===== config.mk =====
export PLATFORM = sky130hd
export DESIGN_NAME = wdw_top
export DESIGN_NICKNAME = d
export VERILOG_FILES = /design/src/wdw_pkg.sv /design/src/wdw_prescaler.sv /design/src/wdw_top.sv
export SDC_FILE = /design/constraint.sdc
export NUM_CORES = 1
export LEC_CHECK = 0
export BUFFER_PORTS_ARGS = -buffer_cell sky130_fd_sc_hd__buf_2
export CAP_MARGIN = 20
export CELL_PAD_IN_SITES_DETAIL_PLACEMENT = 1
export CELL_PAD_IN_SITES_GLOBAL_PLACEMENT = 1
export CORE_MARGIN = 2
export CORE_UTILIZATION = 45
export CTS_CLUSTER_SIZE = 40
export DETAILED_ROUTE_END_ITERATION = 10
export GPL_ROUTABILITY_DRIVEN = 0
export PLACE_DENSITY_LB_ADDON = 0.1
export SLEW_MARGIN = 20
export SYNTH_ARGS = -nofsm -noshare
export SYNTH_HDL_FRONTEND = slang
export SYNTH_SLANG_ARGS = --single-unit

===== constraint.sdc =====
create_clock -name clk -period 3.3 [get_ports clk]
set_input_delay 0.99 -clock clk [delete_from_list [all_inputs] [get_ports clk]]
set_output_delay 0.99 -clock clk [all_outputs]
set_load 0.02 [all_outputs]

===== src/wdw_pkg.sv =====
/*
 * constants and types shared by the windowed down-count watchdog
 * assumes a single 125 MHz clock (the divided oscillator clock)
 */
package wdw_pkg;

    // ****************************************************************
    // control register layout and reset value
    // ****************************************************************
    localparam int            CNT_W         = 7;
    localparam int            ACT_BIT_POS   = 7;
    localparam int            TOP_BIT_POS   = 6;
    localparam logic [7:0]    CTRL_RESET    = 8'h7F;
    localparam logic [6:0]    ROLL_VALUE    = 7'h40;

    // ****************************************************************
    // timing
    // ****************************************************************
    localparam int            CLK_PERIOD_PS = 8000;
    localparam int            TICK_CYCLES   = 16384;
    localparam int            PHASE_STEP    = 64;
    localparam int            RST_PULSE_NS  = 30000;    // 30 us reset pulse
    localparam int            RST_PULSE_CYC = (RST_PULSE_NS * 1000 + CLK_PERIOD_PS - 1)
                                              / CLK_PERIOD_PS;
    localparam int            STAB_SHORT    = 256;
    localparam int            STAB_LONG     = 4096;
    localparam int            PULSE_W       = 12;
    localparam int            STAB_W        = 13;

    // prescaler phase offsets, one per timebase selection
    localparam logic [5:0]    TB_PHASE [4]  = '{6'h3B, 6'h35, 6'h23, 6'h36};

    // ****************************************************************
    // operating states
    // ****************************************************************
    typedef enum logic [2:0] {
        ST_STAB      = 3'h0,
        ST_RUN       = 3'h1,
        ST_HALT_ONE  = 3'h3,
        ST_HALT_FRZ  = 3'h2,
        ST_ACT_HALT  = 3'h6,
        ST_RESETTING = 3'h5
    } wdw_state_t;

endpackage : wdw_pkg


===== src/wdw_prescaler.sv =====
/*
 * free-running tick prescaler for the watchdog counter
 * assumes clk is the divided oscillator clock; no software access
 */
`timescale 1ns/10ps
module wdw_prescaler #(
    parameter int TICK_CYCLES = wdw_pkg::TICK_CYCLES
) (
    input  wire logic       clk,
    input  wire logic       rst_n,
    input  wire logic [1:0] phaseSel,
    output logic            tick
);
    import wdw_pkg::*;

    localparam int W = $clog2(TICK_CYCLES);

    logic [W-1:0] count_ff;
    logic [W-1:0] nxt_count;
    logic         tick_ff;
    logic         nxt_tick;
    logic [W-1:0] phase;

    // ****************************************************************
    // phase offset and wrap count
    // ****************************************************************
    // offset follows the timebase selection; never cleared by writes
    always_comb begin
        phase     = W'((int'(TB_PHASE[phaseSel]) * PHASE_STEP) % TICK_CYCLES);
        nxt_count = (count_ff == W'(TICK_CYCLES - 1)) ? '0 : count_ff + 1'b1;
        nxt_tick  = (count_ff == phase);
    end

    // registers only
    always_ff @(posedge clk or negedge rst_n) begin
        if (!rst_n) begin
            count_ff <= '0;
            tick_ff  <= 1'b0;
        end else begin
            count_ff <= nxt_count;
            tick_ff  <= nxt_tick;
        end
    end

    assign tick = tick_ff;

endmodule // wdw_prescaler


===== src/wdw_top.sv =====
/*
 * windowed down-count watchdog: control register, counter, halt handling
 * and reset pulse generation
 * assumes all inputs synchronous to clk; option inputs static after reset
 */
// Summary of operation
// - counter decrements once every 16384 clock cycles
// - counting continues while the watchdog is not active
// - active and counter passing 40h to 3Fh drives reset low 30 us
// - six low bits give 64 timeout steps
// - a register write never realigns the prescaler
// - inactive after reset, once active stays active until reset
// - writing activation set with top bit clear in ST_RUN resets at once
// - halt while active, with oscillatorIrqEnable clear and optHaltReset set, produces a reset instead of halting
// - halt reset selected by a nonvolatile option input
// - hardware watchdog option runs without software activation
// - prescaler phase follows the timebase selection
// - register resets to 7Fh, activation cleared only by reset
// - hardware option makes watchdog always active, ignores bit
// - plain halt decrements once then freezes until external interrupt or reset
// - active halt freezes; resumes on oscillator or external interrupt without stabilisation
`timescale 1ns/10ps
module wdw_top #(
    parameter int TICK_CYCLES = wdw_pkg::TICK_CYCLES
) (
    input  wire logic       clk,
    input  wire logic       rst_n,
    input  wire logic       wrEn,
    input  wire logic [7:0] wrData,
    output logic      [7:0] ctrlRegRd,
    input  wire logic       optHwWatchdog,
    input  wire logic       optHaltReset,
    input  wire logic       optLongStab,
    input  wire logic [1:0] rtcTimebaseSelect,
    input  wire logic       oscillatorIrqEnable,
    input  wire logic       haltExec,
    input  wire logic       oscIrq,
    input  wire logic       extIrq,
    output logic            resetPinOut,
    output logic            resetPinOe_n
);
    import wdw_pkg::*;

    wdw_state_t         state_ff, nxt_state;
    logic [CNT_W-1:0]   count_ff, nxt_count;
    logic               actBit_ff, nxt_actBit;
    logic [PULSE_W-1:0] pulse_ff, nxt_pulse;
    logic [STAB_W-1:0]  stab_ff, nxt_stab;
    logic               pinOe_n_ff;
    logic               tick;
    logic               active;
    logic               wrActive;
    logic [STAB_W-1:0]  stabLast;

    // ****************************************************************
    // tick prescaler
    // ****************************************************************
    wdw_prescaler #(
        .TICK_CYCLES (TICK_CYCLES)
    ) u_prescaler (
        .clk      (clk),
        .rst_n    (rst_n),
        .phaseSel (rtcTimebaseSelect),
        .tick     (tick)
    );

    // ****************************************************************
    // next-state logic
    // ****************************************************************
    assign active   = actBit_ff | optHwWatchdog;
    assign wrActive = active | wrData[ACT_BIT_POS];
    assign stabLast = optLongStab ? STAB_W'(STAB_LONG - 1) : STAB_W'(STAB_SHORT - 1);

    // counter, activation, halt sequencing and reset pulse
    always_comb begin
        nxt_state  = state_ff;
        nxt_count  = count_ff;
        nxt_actBit = actBit_ff;
        nxt_pulse  = pulse_ff;
        nxt_stab   = stab_ff;
        unique case (state_ff)
            ST_STAB: begin
                nxt_stab = stab_ff + 1'b1;
                if (stab_ff == stabLast) begin
                    nxt_state = ST_RUN;
                end
            end
            ST_RUN: begin
                if (tick) begin
                    nxt_count = count_ff - 1'b1;
                end
                if (wrEn && wrActive && !wrData[TOP_BIT_POS]) begin
                    nxt_state = ST_RESETTING;
                end else if (!wrEn && tick && active && count_ff == ROLL_VALUE) begin
                    nxt_state = ST_RESETTING;
                end else if (haltExec) begin
                    if (oscillatorIrqEnable) begin
                        nxt_state = ST_ACT_HALT;
                    end else if (active && optHaltReset) begin
                        nxt_state = ST_RESETTING;
                    end else begin
                        nxt_state = ST_HALT_ONE;
                    end
                end
            end
            ST_HALT_ONE: begin
                if (extIrq) begin
                    nxt_state = ST_STAB;
                end else if (tick) begin
                    nxt_count = count_ff - 1'b1;
                    nxt_state = ST_HALT_FRZ;
                end
            end
            ST_HALT_FRZ: begin
                if (extIrq) begin
                    nxt_state = ST_STAB;
                end
            end
            ST_ACT_HALT: begin
                if (oscIrq || extIrq) begin
                    nxt_state = ST_RUN;
                end
            end
            ST_RESETTING: begin
                if (tick) begin
                    nxt_count = count_ff - 1'b1;
                end
                nxt_pulse = pulse_ff + 1'b1;
                if (pulse_ff == PULSE_W'(RST_PULSE_CYC - 1)) begin
                    nxt_state = ST_RUN;
                end
            end
            default: begin
                nxt_state = ST_RUN;
            end
        endcase
        // a write reloads the counter; activation can only be set
        if (wrEn) begin
            nxt_count  = wrData[CNT_W-1:0];
            nxt_actBit = actBit_ff | wrData[ACT_BIT_POS];
        end
        if (nxt_state == ST_STAB && state_ff != ST_STAB) begin
            nxt_stab = '0;
        end
        if (nxt_state == ST_RESETTING && state_ff != ST_RESETTING) begin
            nxt_pulse = '0;
        end
    end

    // ****************************************************************
    // registers
    // ****************************************************************
    // stabilisation wait also follows every reset
    always_ff @(posedge clk or negedge rst_n) begin
        if (!rst_n) begin
            state_ff   <= ST_STAB;
            count_ff   <= CTRL_RESET[CNT_W-1:0];
            actBit_ff  <= CTRL_RESET[ACT_BIT_POS];
            pulse_ff   <= '0;
            stab_ff    <= '0;
            pinOe_n_ff <= 1'b1;
        end else begin
            state_ff   <= nxt_state;
            count_ff   <= nxt_count;
            actBit_ff  <= nxt_actBit;
            pulse_ff   <= nxt_pulse;
            stab_ff    <= nxt_stab;
            pinOe_n_ff <= (nxt_state != ST_RESETTING);
        end
    end

    // read view of the control register
    assign ctrlRegRd    = {actBit_ff, count_ff};
    assign resetPinOut  = 1'b0;
    assign resetPinOe_n = pinOe_n_ff;
endmodule // wdw_top


## Word-level counts from Yosys, hierarchy flattened

Cells that the tools add are included.

| operators by class | value |
|---|---|
| add/subtract/negate cells | 4 |
| multiply operators | 0 |
| divide/modulo/power cells | 0 |
| magnitude comparators | 1 |
| equal/unequal tests | 14 |
| shifts and indexed selects | 0 |
| mux-type cells | 25 |
| bitwise operators | 4 |
| reductions and logical operators | 19 |

Operator list:

| cell | number |
|---|---|
| $mux 12 | 3 |
| $mux 3 | 11 |
| $mux 13 | 2 |
| $mux 7 | 3 |
| $pmux 3 s6 | 1 |
| $add 14x1->14 const B | 1 |
| $eq 14x12->1 | 1 |
| $eq 14x14->1 const B | 1 |
| $mux 14 | 1 |
| $pmux 7 s2 | 1 |
| $add 13x1->13 const B | 1 |
| $eq 13x12->1 | 1 |
| $add 12x1->12 const B | 1 |
| $bmux 6 s2 | 1 |
| $eq 12x12->1 const B | 1 |
| $mux 6 | 2 |
| $eq 3x3->1 const B | 3 |
| $ne 3x3->1 const B | 3 |
| $logic_and 1x1->1 | 8 |
| $eq 7x7->1 const B | 1 |
| $sub 7x1->7 const B | 1 |
| $eq 3x2->1 const B | 2 |
| $logic_not 3->1 | 2 |
| $reduce_bool 3->1 | 2 |
| other kinds (9) | 13 |

| word-level totals | value |
|---|---|
| register bits after elaboration | 52 |
| latch bits | 0 |
| memory bits (writable) | 0 |
| memory bits (read-only) | 0 |
| output and inout bits | 10 |
| memories | 0 |

## Depth between registers and ports, before layout

Gate-level depths: netlist of the first run.

| logic depth | value |
|---|---|
| depth in word-level cells | 11 |
| depth in mapped cells | 9 |
| gate-level depth less buffers | 8 |

## Hierarchy

A second synthesis of the first run with hierarchy kept.

| second synthesis, totals | value |
|---|---|
| cell total of the unflattened synthesis | 307 |
| area total of the unflattened synthesis | 2887.8 µm² |

Modules (own cells, without submodules):

| module | instances | cells each | area each (µm²) | sequential area each (µm²) |
|---|---|---|---|---|
| wdw_top | 1 | 230 | 2110.8 | 935.9 |
| wdw_prescaler | 1 | 77 | 777.0 | 375.4 |

## Worst setup path after synthesis of the first run

Ideal clock, no wire load.

| timing | value |
|---|---|
| path kind | input to register |
| start point | input wrEn |
| end point | register stab_ff[10] |
| setup time | 0.128 ns |
| data arrival time | 2.290 ns |
| slack | 0.883 ns |
| stages | 7 |
| cell sequence | nand4b_1 > nor4_1 > o21a_1 > inv_1 > nor4_1 > buf_2 > o21ai_0 |

| on the way | value |
|---|---|
| word-level cells in the longest chain between the ends | 10 |
| elaborated cells between the ends (all ways) | 13 |
| those cells by class | mux: 4; reduce/logical: 9 |

RTL lines:

| element | line | text |
|---|---|---|
| start, declared | wdw_top.sv:28 | `input wire logic wrEn,` |
| $logic_not 1->1 | wdw_top.sv:94 | `end else if (!wrEn && tick && active && count_ff == ROLL_VALUE) begin` |
| $logic_and 1x1->1 (3 in series) | wdw_top.sv:94 |  |
| $mux 3 | wdw_top.sv:94 |  |
| $mux 3 (*) | wdw_top.sv:92 | `if (wrEn && wrActive && !wrData[TOP_BIT_POS]) begin` |
| $pmux 3 s6 (*) | wdw_top.sv:81 | `unique case (state_ff)` |
| net nxt_state[1] | wdw_top.sv:44 | `wdw_state_t state_ff, nxt_state;` |
| $logic_not 3->1 (*) | wdw_top.sv:142 | `if (nxt_state == ST_STAB && state_ff != ST_STAB) begin` |
| $logic_and 1x1->1 (*) | wdw_top.sv:142 |  |
| $mux 13 or $reduce_bool 2->1 (tied branches) | n/a |  |
| end signal, assigned | wdw_top.sv:167 | `stab_ff <= nxt_stab;` |
| end, declared | wdw_top.sv:48 | `logic [STAB_W-1:0] stab_ff, nxt_stab;` |

The timed path passes the listed nets; every way through them passes the cells marked *.
A chain may end at the register's enable or synchronous reset.

## Worst setup path in the final report of the first run

| timing | value |
|---|---|
| start point | register state_ff[2] |
| end point | register pulse_ff[3] |

| on the way | value |
|---|---|
| word-level cells in the longest chain between the ends | 7 |
| elaborated cells between the ends (all ways) | 21 |
| those cells by class | eq/ne: 7; mux: 11; reduce/logical: 3 |

RTL lines:

| element | line | text |
|---|---|---|
| start, declared | wdw_top.sv:44 |  |
| start signal, assigned | wdw_top.sv:163 | `state_ff <= nxt_state;` |
| $mux 3 | wdw_top.sv:96 | `end else if (haltExec) begin` |
| $mux 3 | wdw_top.sv:94 |  |
| $mux 3 | wdw_top.sv:92 |  |
| $pmux 3 s6 | wdw_top.sv:81 |  |
| $eq 3x3->1 | wdw_top.sv:145 | `if (nxt_state == ST_RESETTING && state_ff != ST_RESETTING) begin` |
| $logic_and 1x1->1 | wdw_top.sv:145 |  |
| $mux 12 or $reduce_bool 2->1 (tied branches) | n/a |  |
| end signal, assigned | wdw_top.sv:166 | `pulse_ff <= nxt_pulse;` |
| end, declared | wdw_top.sv:47 | `logic [PULSE_W-1:0] pulse_ff, nxt_pulse;` |

Parallel ways exist; a longest one is shown, timed or not.

==> results of run 1 <==
metrics by stage:
step,setup slack (ps),hold slack [ps],total power [mW]
after global placement,520,486,0.746
after detailed placement,439,487,0.747
after floorplan,883,459,0.705
final,596,507,1.17
after CTS,577,507,1.19
after global routing,440,531,1.22
metal layers:
metal,up-vias,wire (µm),share of wire,track usage
li1,1143,-,-,-
met1,1155,3070,0.49,0.273
met2,26,2950,0.47,0.304
met3,8,167,0.027,0.0356
met4,0,68,0.011,0.0352
met5,-,0,0,0
cell usage in the layout, fill, tap and decap left out, drive strengths merged, types with 2 or more instances in the layout:
master,netlist,routed
dfrtp,44,44
nand2,37,37
buf,4,35
o21ai,28,28
nor2,23,23
xor2,16,16
inv,15,15
xnor2,11,11
nand3,10,10
nand4,9,9
nor4,8,8
dfstp,8,8
or3,7,7
ha,7,7
a21oi,6,6
a41oi,6,6
clkbuf,9,6
o31ai,4,4
nor3,4,4
or2,4,4
and3,4,4
nand4b,3,3
nor3b,3,3
nand2b,3,3
o21a,3,3
or4,3,3
nor2b,2,2
nor4bb,2,2
o21bai,2,2
o311ai,2,2
o22ai,2,2
a2bb2oi,2,2
where the power goes:
part           total [mW]  switching, mW  internal (mW)
Clock               0.438          0.212          0.225
Sequential          0.660        0.00912          0.651
Combinational      0.0728         0.0457         0.0271
Total                1.17          0.267          0.903
layout make-up:
class,count,area (µm²),area share
multi-input combinational,227,1430,0.447
sequential,52,1310,0.411
clock buffer,6,72.6,0.0227
tap,77,96.3,0.0302
clock inverter,2,35.0,0.0110
inverter,15,56.3,0.0176
timing repair buffer,35,193,0.0603
cell usage after synthesis, drive strengths merged, types with 6 or more instances:
cell / count
nor4: 8
inv: 15
or3: 7
o21ai: 28
dfstp: 8
dfrtp: 44
a21oi: 6
a41oi: 6
clkbuf: 9
ha: 7
nor2: 23
xor2: 16
xnor2: 11
nand3: 10
nand2: 37
nand4: 9
flip-flops by register name (all words and copies together), names as in the netlist:
register / flops
resetPinOe_n: 1
pulse_ff: 12
stab_ff: 13
u_prescaler.tick: 1
state_ff: 3
actBit_ff: 1
u_prescaler.count_ff: 14
count_ff: 7
worst max-delay path: cells and delay by family, from the launching register on:
family / cells / cell delay (ps)
and+or+nand+nor: 2 / 1110
AOI/OAI and AO/OA: 3 / 1040
DFF: 1 / 400
worst min-delay path by stage:
stage / to / slack, ps
finish: u_prescaler.count_ff[12]$_DFF_PN0_ / 510
floorplan: u_prescaler.count_ff[12]$_DFF_PN0_ / 460
global route: u_prescaler.count_ff[12]$_DFF_PN0_ / 530
global placement: u_prescaler.count_ff[12]$_DFF_PN0_ / 490
CTS: u_prescaler.count_ff[12]$_DFF_PN0_ / 510
detailed placement: u_prescaler.count_ff[12]$_DFF_PN0_ / 490
cells by family (layout without fill, tap and decap cells):
kind of cell / after synthesis / count (layout) / synth area share
other cells: 1 / 1 / 0.00131
xor+xnor: 27 / 27 / 0.0826
flops: 52 / 52 / 0.458
simple gates: 129 / 129 / 0.240
buf+inv: 28 / 58 / 0.0424
compound gates: 63 / 63 / 0.145
fa+ha+maj: 7 / 7 / 0.0306
==> impl_metrics.json, run 1 <==
{
  "async_flop_share": 1.00,
  "drt-total-wl_mm": 6.26,
  "ys_seq_area_frac": 0.458,
  "syn_nets": 334,
  "p_per_area_nw_per_um2": 366,
  "cp-endpoint": "pulse_ff[3]$_DFFE_PN0P_",
  "synth_edf_count": 0,
  "cts_setup_buffers": 0,
  "cp.required_ps": 3460,
  "core_um2": 6240,
  "cts_buffers": 5,
  "synth_area_per_cell_um2": 9.32,
  "port_buffers": 28,
  "die_w_um": 83.7,
  "startpoint": "state_ff[2]$_DFF_PN0_",
  "regToRegSetupSlack_ps": 600,
  "synth_top_area_frac": 0.385,
  "fmax_ghz": 0.370,
  "layout-drive-gt1-share": 0.175,
  "crit_arrival_ps": 2860,
  "synth_ff_type": "dfrtp_1",
  "outcome": "finished, final reports clean",
  "cts_hold_buf": 0,
  "rsz0062_at_grt": "false",
  "path_clk_slew_ps": 90,
  "netlist_instances": 307,
  "setup_viol": 0,
  "rows": 29,
  "placed_cell_area_um2": 3090,
  "nNetsFinal": 363,
  "power_leakage_nw": 1.40,
  "finalMaxSlewViolations": 0,
  "path_cells": "or4b_4, or4_4, o211ai_2, a2bb2oi_2, a41oi_1",
  "synth_seq_cells": 52,
  "htreeDepth": 2,
  "skew_ps": 5.16,
  "worstRegToRegCells": 5,
  "num_vias": 2332,
  "grt_pass1_vias": 2409,
  "worst_pin_slew_ps": 663,
  "critPathMaxFanout": 13,
  "slew_headroom": 0.558,
  "clockBufferDepth": 2,
  "syn_area_um2": 2860,
  "overflow": 0,
  "min_period_ps": 2700,
  "ant_nets": 0,
  "diodes": 0,
  "drc_errors": 0,
  "r2r-start": "state_ff[2]$_DFF_PN0_",
  "vdd_drop_max_mv": 0.164,
  "critical_path_class": "flip-flop to flip-flop",
  "drt_first_pass_iters": 4,
  "startpoint_type": "flip-flop",
  "grtUsageTotal": 0.190,
  "io_pins": 30,
  "grt_pass1_wl_mm": 11.2,
  "dp.cells": 406,
  "hold_path.class": "flip-flop to flip-flop",
  "start_util": 0.459,
  "stdcell_area_um2": 3190,
  "fill_cells": 754,
  "die_h_um": 83.7,
  "clkLatencyLatePin_ps": 300,
  "synth.distinct_cells": 53,
  "r2r_end": "pulse_ff[3]$_DFFE_PN0P_",
  "syn2layout_area_growth_pct": 11.6,
  "post-route-period-util": 0.819,
  "synth.area.top_cells": "dfrtp_1 (38%), dfstp_2 (7.3%), xor2_1 (4.9%)",
  "crit_path_max_incr_delay_ps": 570,
  "cp-end-kind": "flip-flop",
  "dp_hpwl_mm": 4.50,
  "hold_depth": 1,
  "die-area_um2": 7010,
  "finalHoldViolations": 0,
  "wire_per_inst_um": 15.1,
  "ctsResizeCount": 0,
  "synth_top_cell_by_area": "dfrtp_1",
  "tns_ps": 0,
  "cts_root_buffer": "clkbuf_8",
  "final_cells": 414,
  "hold_start": "u_prescaler.count_ff[12]$_DFF_PN0_",
  "grt_max_degree": 53,
  "fin_util": 0.512,
  "cp_slowest_cell": "or4b_4",
  "viasPerCell": 5.63,
  "drv_cap": 0,
  "drt_iter0_drc": 83,
  "synth_warnings": 0,
  "antenna_found_initial": 0,
  "tritoncts": "yes",
  "cts.sinks": 52
}
No activity file was read; power rests on OpenSTA's default activity.
==> inputs of run 2 (changes only) <==
==> constraint.sdc (replaced) <==
create_clock -name clk -period 2.6 [get_ports clk]
set_input_delay 0.78 -clock clk [delete_from_list [all_inputs] [get_ports clk]]
set_output_delay 0.78 -clock clk [all_outputs]
set_load 0.02 [all_outputs]
==> run 2 against run 1 <==
  * Sequential cell count unchanged
  * Non-clock buffer count up 4
  * Critical path type unchanged
  * Worst setup slack worse by 430 ps
  * Routed wire length up 2.3%
  * Sequential share of layout area down 0.37 points
  * Die area unchanged
  * Clock skew up 0.90 ps
  * Critical endpoint is now pulse_ff[9]$_DFFE_PN0P_
  * Via count up 1.5%
  * First-iteration DRC count up 1.2%
  * Clock power up 11%
  * Final area up 0.90%
  * Count of clock-buffer cells in the layout up 1
==> impl_metrics.json, run 2 (same netlist as run 1, synthesis figures left out) <==
{
  "start_util": 0.459,
  "grt_pass1_vias": 2472,
  "nNetsFinal": 367,
  "cts_hold_buf": 0,
  "syn2layout_area_growth_pct": 12.6,
  "cp-end-kind": "flip-flop",
  "finalHoldViolations": 0,
  "post-route-period-util": 0.935,
  "crit_arrival_ps": 2600,
  "p_sw_mw": 0.340,
  "top_regs": "u_prescaler.count_ff (14), stab_ff (13), pulse_ff (12)",
  "dp_hpwl_mm": 4.73,
  "power_leakage_nw": 1.42,
  "core_um2": 6240,
  "min_period_ps": 2430,
  "vdd_drop_max_mv": 0.240,
  "rows": 29,
  "clkLatencyLatePin_ps": 310,
  "layout_commonest_cell": "dfrtp_1",
  "p_per_area_nw_per_um2": 440,
  "io_pins": 30,
  "ctsResizeCount": 0,
  "hold_path.class": "primary input to async pin",
  "cp.depth": 6,
  "overflow": 0,
  "critPathMaxFanout": 13,
  "crit_path_max_incr_delay_ps": 560,
  "cts_root_buffer": "clkbuf_8",
  "multiInputGateArea_um2": 1430,
  "drt-total-wl_mm": 6.40,
  "drc_errors": 0,
  "drt_iter0_drc": 84,
  "power_frac_seq": 0.590,
  "startpoint_type": "flip-flop",
  "critical_path_class": "flip-flop to flip-flop",
  "cp.required_ps": 2770,
  "cts_setup_buffers": 0,
  "num_vias": 2367,
  "swShare": 0.240,
  "cts_buffers": 5,
  "fmax_ghz": 0.411,
  "register_area_um2": 1310,
  "clockBufferDepth": 2,
  "path_cells": "or4b_4, or4_4, o211ai_2, a2bb2oi_2, buf_4, a41oi_1",
  "viasPerCell": 5.66,
  "rsz0062_at_grt": "false",
  "layout_common_cells": "dfrtp_1 (44), nand2_1 (37), buf_2 (28), o21ai_0 (27), nor2_1 (23)",
  "worstRegToRegCells": 6,
  "grt_pass1_wl_mm": 11.7,
  "largest_register_ffs": 14,
  "antenna_found_initial": 0,
  "wire_per_inst_um": 15.3,
  "p_comb_frac": 0.068,
  "die_h_um": 83.7,
  "cp_top_family": "simple AND/OR/NAND/NOR gates",
  "power.internal_mw": 1.08,
  "drt_first_pass_iters": 5,
  "path_buf_inv": 1,
  "cts.sinks": 52,
  "p_clk_frac": 0.342,
  "tritoncts": "yes",
  "port_buffers": 28,
  "startpoint": "state_ff[2]$_DFF_PN0_",
  "diodes": 0,
  "skew_ps": 6.06,
  "die_w_um": 83.7,
  "regMostFlops": "u_prescaler.count_ff",
  "path_clk_slew_ps": 100,
  "whs_ps": 444,
  "tns_ps": 0,
  "ant_nets": 0,
  "finalMaxSlewViolations": 0,
  "htreeDepth": 2,
  "r2r-start": "state_ff[2]$_DFF_PN0_",
  "setup_viol": 0,
  "cp_slowest_cell": "or4b_4",
  "die-area_um2": 7010,
  "slew_headroom": 0.606,
  "outcome": "finished, final reports clean",
  "worst_pin_slew_ps": 585,
  "layout-drive-gt1-share": 0.185,
  "drv_cap": 0,
  "grtUsageTotal": 0.202,
  "grt_max_degree": 32,
  "fill_cells": 749
}
[run 2: final cells by class]
class                           instances  area share
Multi-Input combinational cell        227       0.443
Sequential cell                        52       0.407
Timing Repair Buffer                   39      0.0730
Tap cell                               77      0.0299
Clock buffer                            7      0.0268
Inverter                               15      0.0175
Clock inverter                          1     0.00233
[run 2: per-layer routing]
layer,GRT usage,share of wire,vias up
met1,0.287,0.49,1178
met5,0,0,-
met3,0.0336,0.027,7
met2,0.324,0.47,30
met4,0.0528,0.013,0
li1,-,-,1152
[run 2: per-stage QoR]
stage / instance area (µm²) / cells / total power, mW / setup slack [ps] / util
after global routing: 3220 / 418 / 1.49 / 52.9 / 0.516
after floorplan: 2860 / 307 / 0.895 / 294 / -
final: 3220 / 418 / 1.42 / 168 / 0.516
after CTS: 3220 / 418 / 1.45 / 154 / 0.516
after detailed placement: 3130 / 410 / 0.951 / 182 / 0.501
after global placement: 3130 / 410 / 0.949 / 244 / 0.501
[run 2: final timing paths]
check	to	slack [ps]
setup / recovery	pulse_ff[9]$_DFFE_PN0P_	170
hold / removal	stab_ff[6]$_DFFE_PN0P_	440
setup reg to reg	pulse_ff[9]$_DFFE_PN0P_	170
hold reg to reg	u_prescaler.count_ff[0]$_DFF_PN0_	500
max in group asynchronous	resetPinOe_n$_DFF_PN1_	1520
min in group clk	u_prescaler.count_ff[0]$_DFF_PN0_	500
[run 2: power by group through the flow]
stage	combinational [mW]	sequential [mW]	clock, mW
2_1_floorplan	0.0311	0.864	0
3_3_place_gp	0.0957	0.853	0
3_5_place_dp	0.0984	0.853	0
4_1_cts	0.0987	0.838	0.511
5_1_grt	0.108	0.840	0.538
6_report	0.0961	0.837	0.486
==> inputs of run 3 (changes only) <==
==> config.mk (replaced) <==
export PLATFORM = sky130hd
export DESIGN_NAME = wdw_top
export DESIGN_NICKNAME = d
export VERILOG_FILES = /design/src/wdw_pkg.sv /design/src/wdw_prescaler.sv /design/src/wdw_top.sv
export SDC_FILE = /design/constraint.sdc
export NUM_CORES = 1
export LEC_CHECK = 0
export CAP_MARGIN = 20
export CORE_MARGIN = 2
export CORE_UTILIZATION = 48
export CTS_CLUSTER_SIZE = 40
export DETAILED_ROUTE_END_ITERATION = 10
export DONT_BUFFER_PORTS = 1
export GPL_ROUTABILITY_DRIVEN = 0
export SLEW_MARGIN = 20
export SYNTH_ARGS = -nofsm -noshare
export SYNTH_HDL_FRONTEND = slang
export SYNTH_SLANG_ARGS = --single-unit
==> run 3 against run 2 <==
  * Sequential cell count stayed put
  * Via count down 9.5%
  * Critical path depth stayed put
  * Sequential power rose by 2%
  * Utilization increased by 0.51 points
  * Non-clock buffer count down 32
  * Total power rose by 0.92%
  * First-iteration DRC count is 14% lower
  * Worst setup slack improved by 42 ps
  * Count of clock-buffer cells in the layout decreased by 1
  * Final area down 5.3%
  * Cell count down 8.1%
==> impl_metrics.json, run 3 (same netlist as run 1, synthesis figures left out) <==
{
  "busiest_layer": "met2",
  "htreeDepth": 2,
  "ctsResizeCount": 0,
  "drt_first_pass_iters": 4,
  "critical_path_class": "flip-flop to flip-flop",
  "critPathMaxFanout": 13,
  "core_um2": 5850,
  "tritoncts": "yes",
  "cts_buffers": 5,
  "setup_viol": 0,
  "grt_pass1_wl_mm": 9.48,
  "worst_pin_slew_ps": 576,
  "diodes": 0,
  "cp-end-kind": "flip-flop",
  "wire_per_inst_um": 14.4,
  "largest_register_ffs": 14,
  "cp.required_ps": 2760,
  "cp_slowest_cell": "or4b_4",
  "finalMaxSlewViolations": 0,
  "grt_pass1_vias": 2126,
  "drv_cap": 0,
  "fill_cells": 550,
  "finalHoldViolations": 0,
  "fin_util": 0.521,
  "die_w_um": 81.2,
  "nNetsFinal": 335,
  "drt-total-wl_mm": 5.54,
  "startpoint_type": "flip-flop",
  "post-route-period-util": 0.919,
  "ant_nets": 0,
  "cts_setup_buffers": 0,
  "top_regs": "u_prescaler.count_ff (14), stab_ff (13), pulse_ff (12)",
  "viasPerCell": 5.58,
  "crit_arrival_ps": 2550,
  "num_vias": 2143,
  "dp_hpwl_mm": 3.91,
  "vdd_drop_max_mv": 0.206,
  "die_h_um": 81.2,
  "hold_path.class": "primary input to async pin",
  "skew_ps": 8.04,
  "min_period_ps": 2390,
  "drc_errors": 0,
  "io_pins": 30,
  "antenna_found_initial": 0,
  "clkLatencyLatePin_ps": 300,
  "cts_hold_buf": 0,
  "crit_path_max_incr_delay_ps": 560,
  "port_buffers": 0,
  "drt_iter0_drc": 72,
  "rows": 28,
  "regToRegSetupSlack_ps": 210,
  "start_util": 0.489,
  "outcome": "finished, final reports clean",
  "tns_ps": 0,
  "path_cells": "or4b_4, or4_4, o211ai_2, a2bb2oi_2, buf_4, a41oi_1",
  "cts_root_buffer": "clkbuf_8",
  "layout-drive-gt1-share": 0.100,
  "fmax_ghz": 0.418,
  "p_per_area_nw_per_um2": 469,
  "power_leakage_nw": 1.29,
  "layout_common_cells": "dfrtp_1 (44), nand2_1 (37), o21ai_0 (27), nor2_1 (23), xor2_1 (16)",
  "grtUsageMet1": 0.239,
  "grtUsageTotal": 0.184,
  "slew_headroom": 0.613,
  "syn2layout_area_growth_pct": 6.60,
  "regMostFlops": "u_prescaler.count_ff",
  "die-area_um2": 6600,
  "overflow": 0,
  "grt_util_met3": 0.0389,
  "layout_commonest_cell": "dfrtp_1",
  "rsz0062_at_grt": "false",
  "clockBufferDepth": 2,
  "cts.sinks": 52,
  "met2_usage": 0.304,
  "path_clk_slew_ps": 100,
  "grt_max_degree": 53
}
[run 3: cell count changes in the layout (fill, tap and decap cells not counted)]
cell        previous run  this run
buf_4                 10         7
clkinvlp_4             1         0
clkinv_2               0         1
buf_12                 1         0
buf_2                 28         0
bufinv_16              0         1
clkbuf_8               6         5
[run 3: per-layer routing]
| layer | vias up | routed length (µm) |
|---|---|---|
| met5 | - | 0 |
| met4 | 0 | 37 |
| met3 | 4 | 197 |
| met2 | 32 | 2550 |
| met1 | 1015 | 2750 |
| li1 | 1092 | - |
[run 3: cell type report]
class	count	area, µm²	area share
multi-input cells	227	1430	0.468
flip-flops and latches	52	1310	0.430
well taps	75	93.8	0.0308
clock buffers	6	72.6	0.0238
inverters	15	56.3	0.0185
repair buffers	7	52.6	0.0172
clock inverters	2	35.0	0.0115
[run 3: critical path: cells and delay by family (launching register included)]
family	cells	cell delay [ps]
compound gates	3	570
buf+inv	1	200
flops	1	380
simple gates	2	1090
[run 3: power by group]
part	internal, mW	total (mW)	leakage [nW]	switching [mW]
combinational	0.0161	0.0329	0.667	0.0168
sequential	0.827	0.852	0.570	0.0255
clock	0.286	0.547	0.0552	0.261
total	1.13	1.43	1.29	0.303
[run 3: worst paths after layout]
check,from,cells after the start,endpoint
hold / removal,rst_n,0,stab_ff[9]$_DFFE_PN0P_
setup reg to reg,state_ff[2]$_DFF_PN0_,6,pulse_ff[8]$_DFFE_PN0P_
max in group asynchronous,rst_n,0,count_ff[0]$_DFFE_PN1P_
hold reg to reg,u_prescaler.count_ff[12]$_DFF_PN0_,1,u_prescaler.count_ff[12]$_DFF_PN0_
setup / recovery,state_ff[2]$_DFF_PN0_,6,pulse_ff[8]$_DFFE_PN0P_
min in group clk,u_prescaler.count_ff[12]$_DFF_PN0_,1,u_prescaler.count_ff[12]$_DFF_PN0_
[run 3: metrics by stage]
| step | std cells | hold WS, ps | cell area [µm²] | power, mW | setup slack, ps |
|---|---|---|---|---|---|
| CTS | 384 | 141 | 3050 | 1.46 | 216 |
| floorplan | 307 | 459 | 2860 | 0.895 | 294 |
| global placement | 376 | 483 | 2940 | 0.900 | 253 |
| detailed placement | 376 | 481 | 2940 | 0.901 | 221 |
| finish | 384 | 157 | 3050 | 1.43 | 210 |
| global route | 384 | 116 | 3050 | 1.51 | 80.5 |
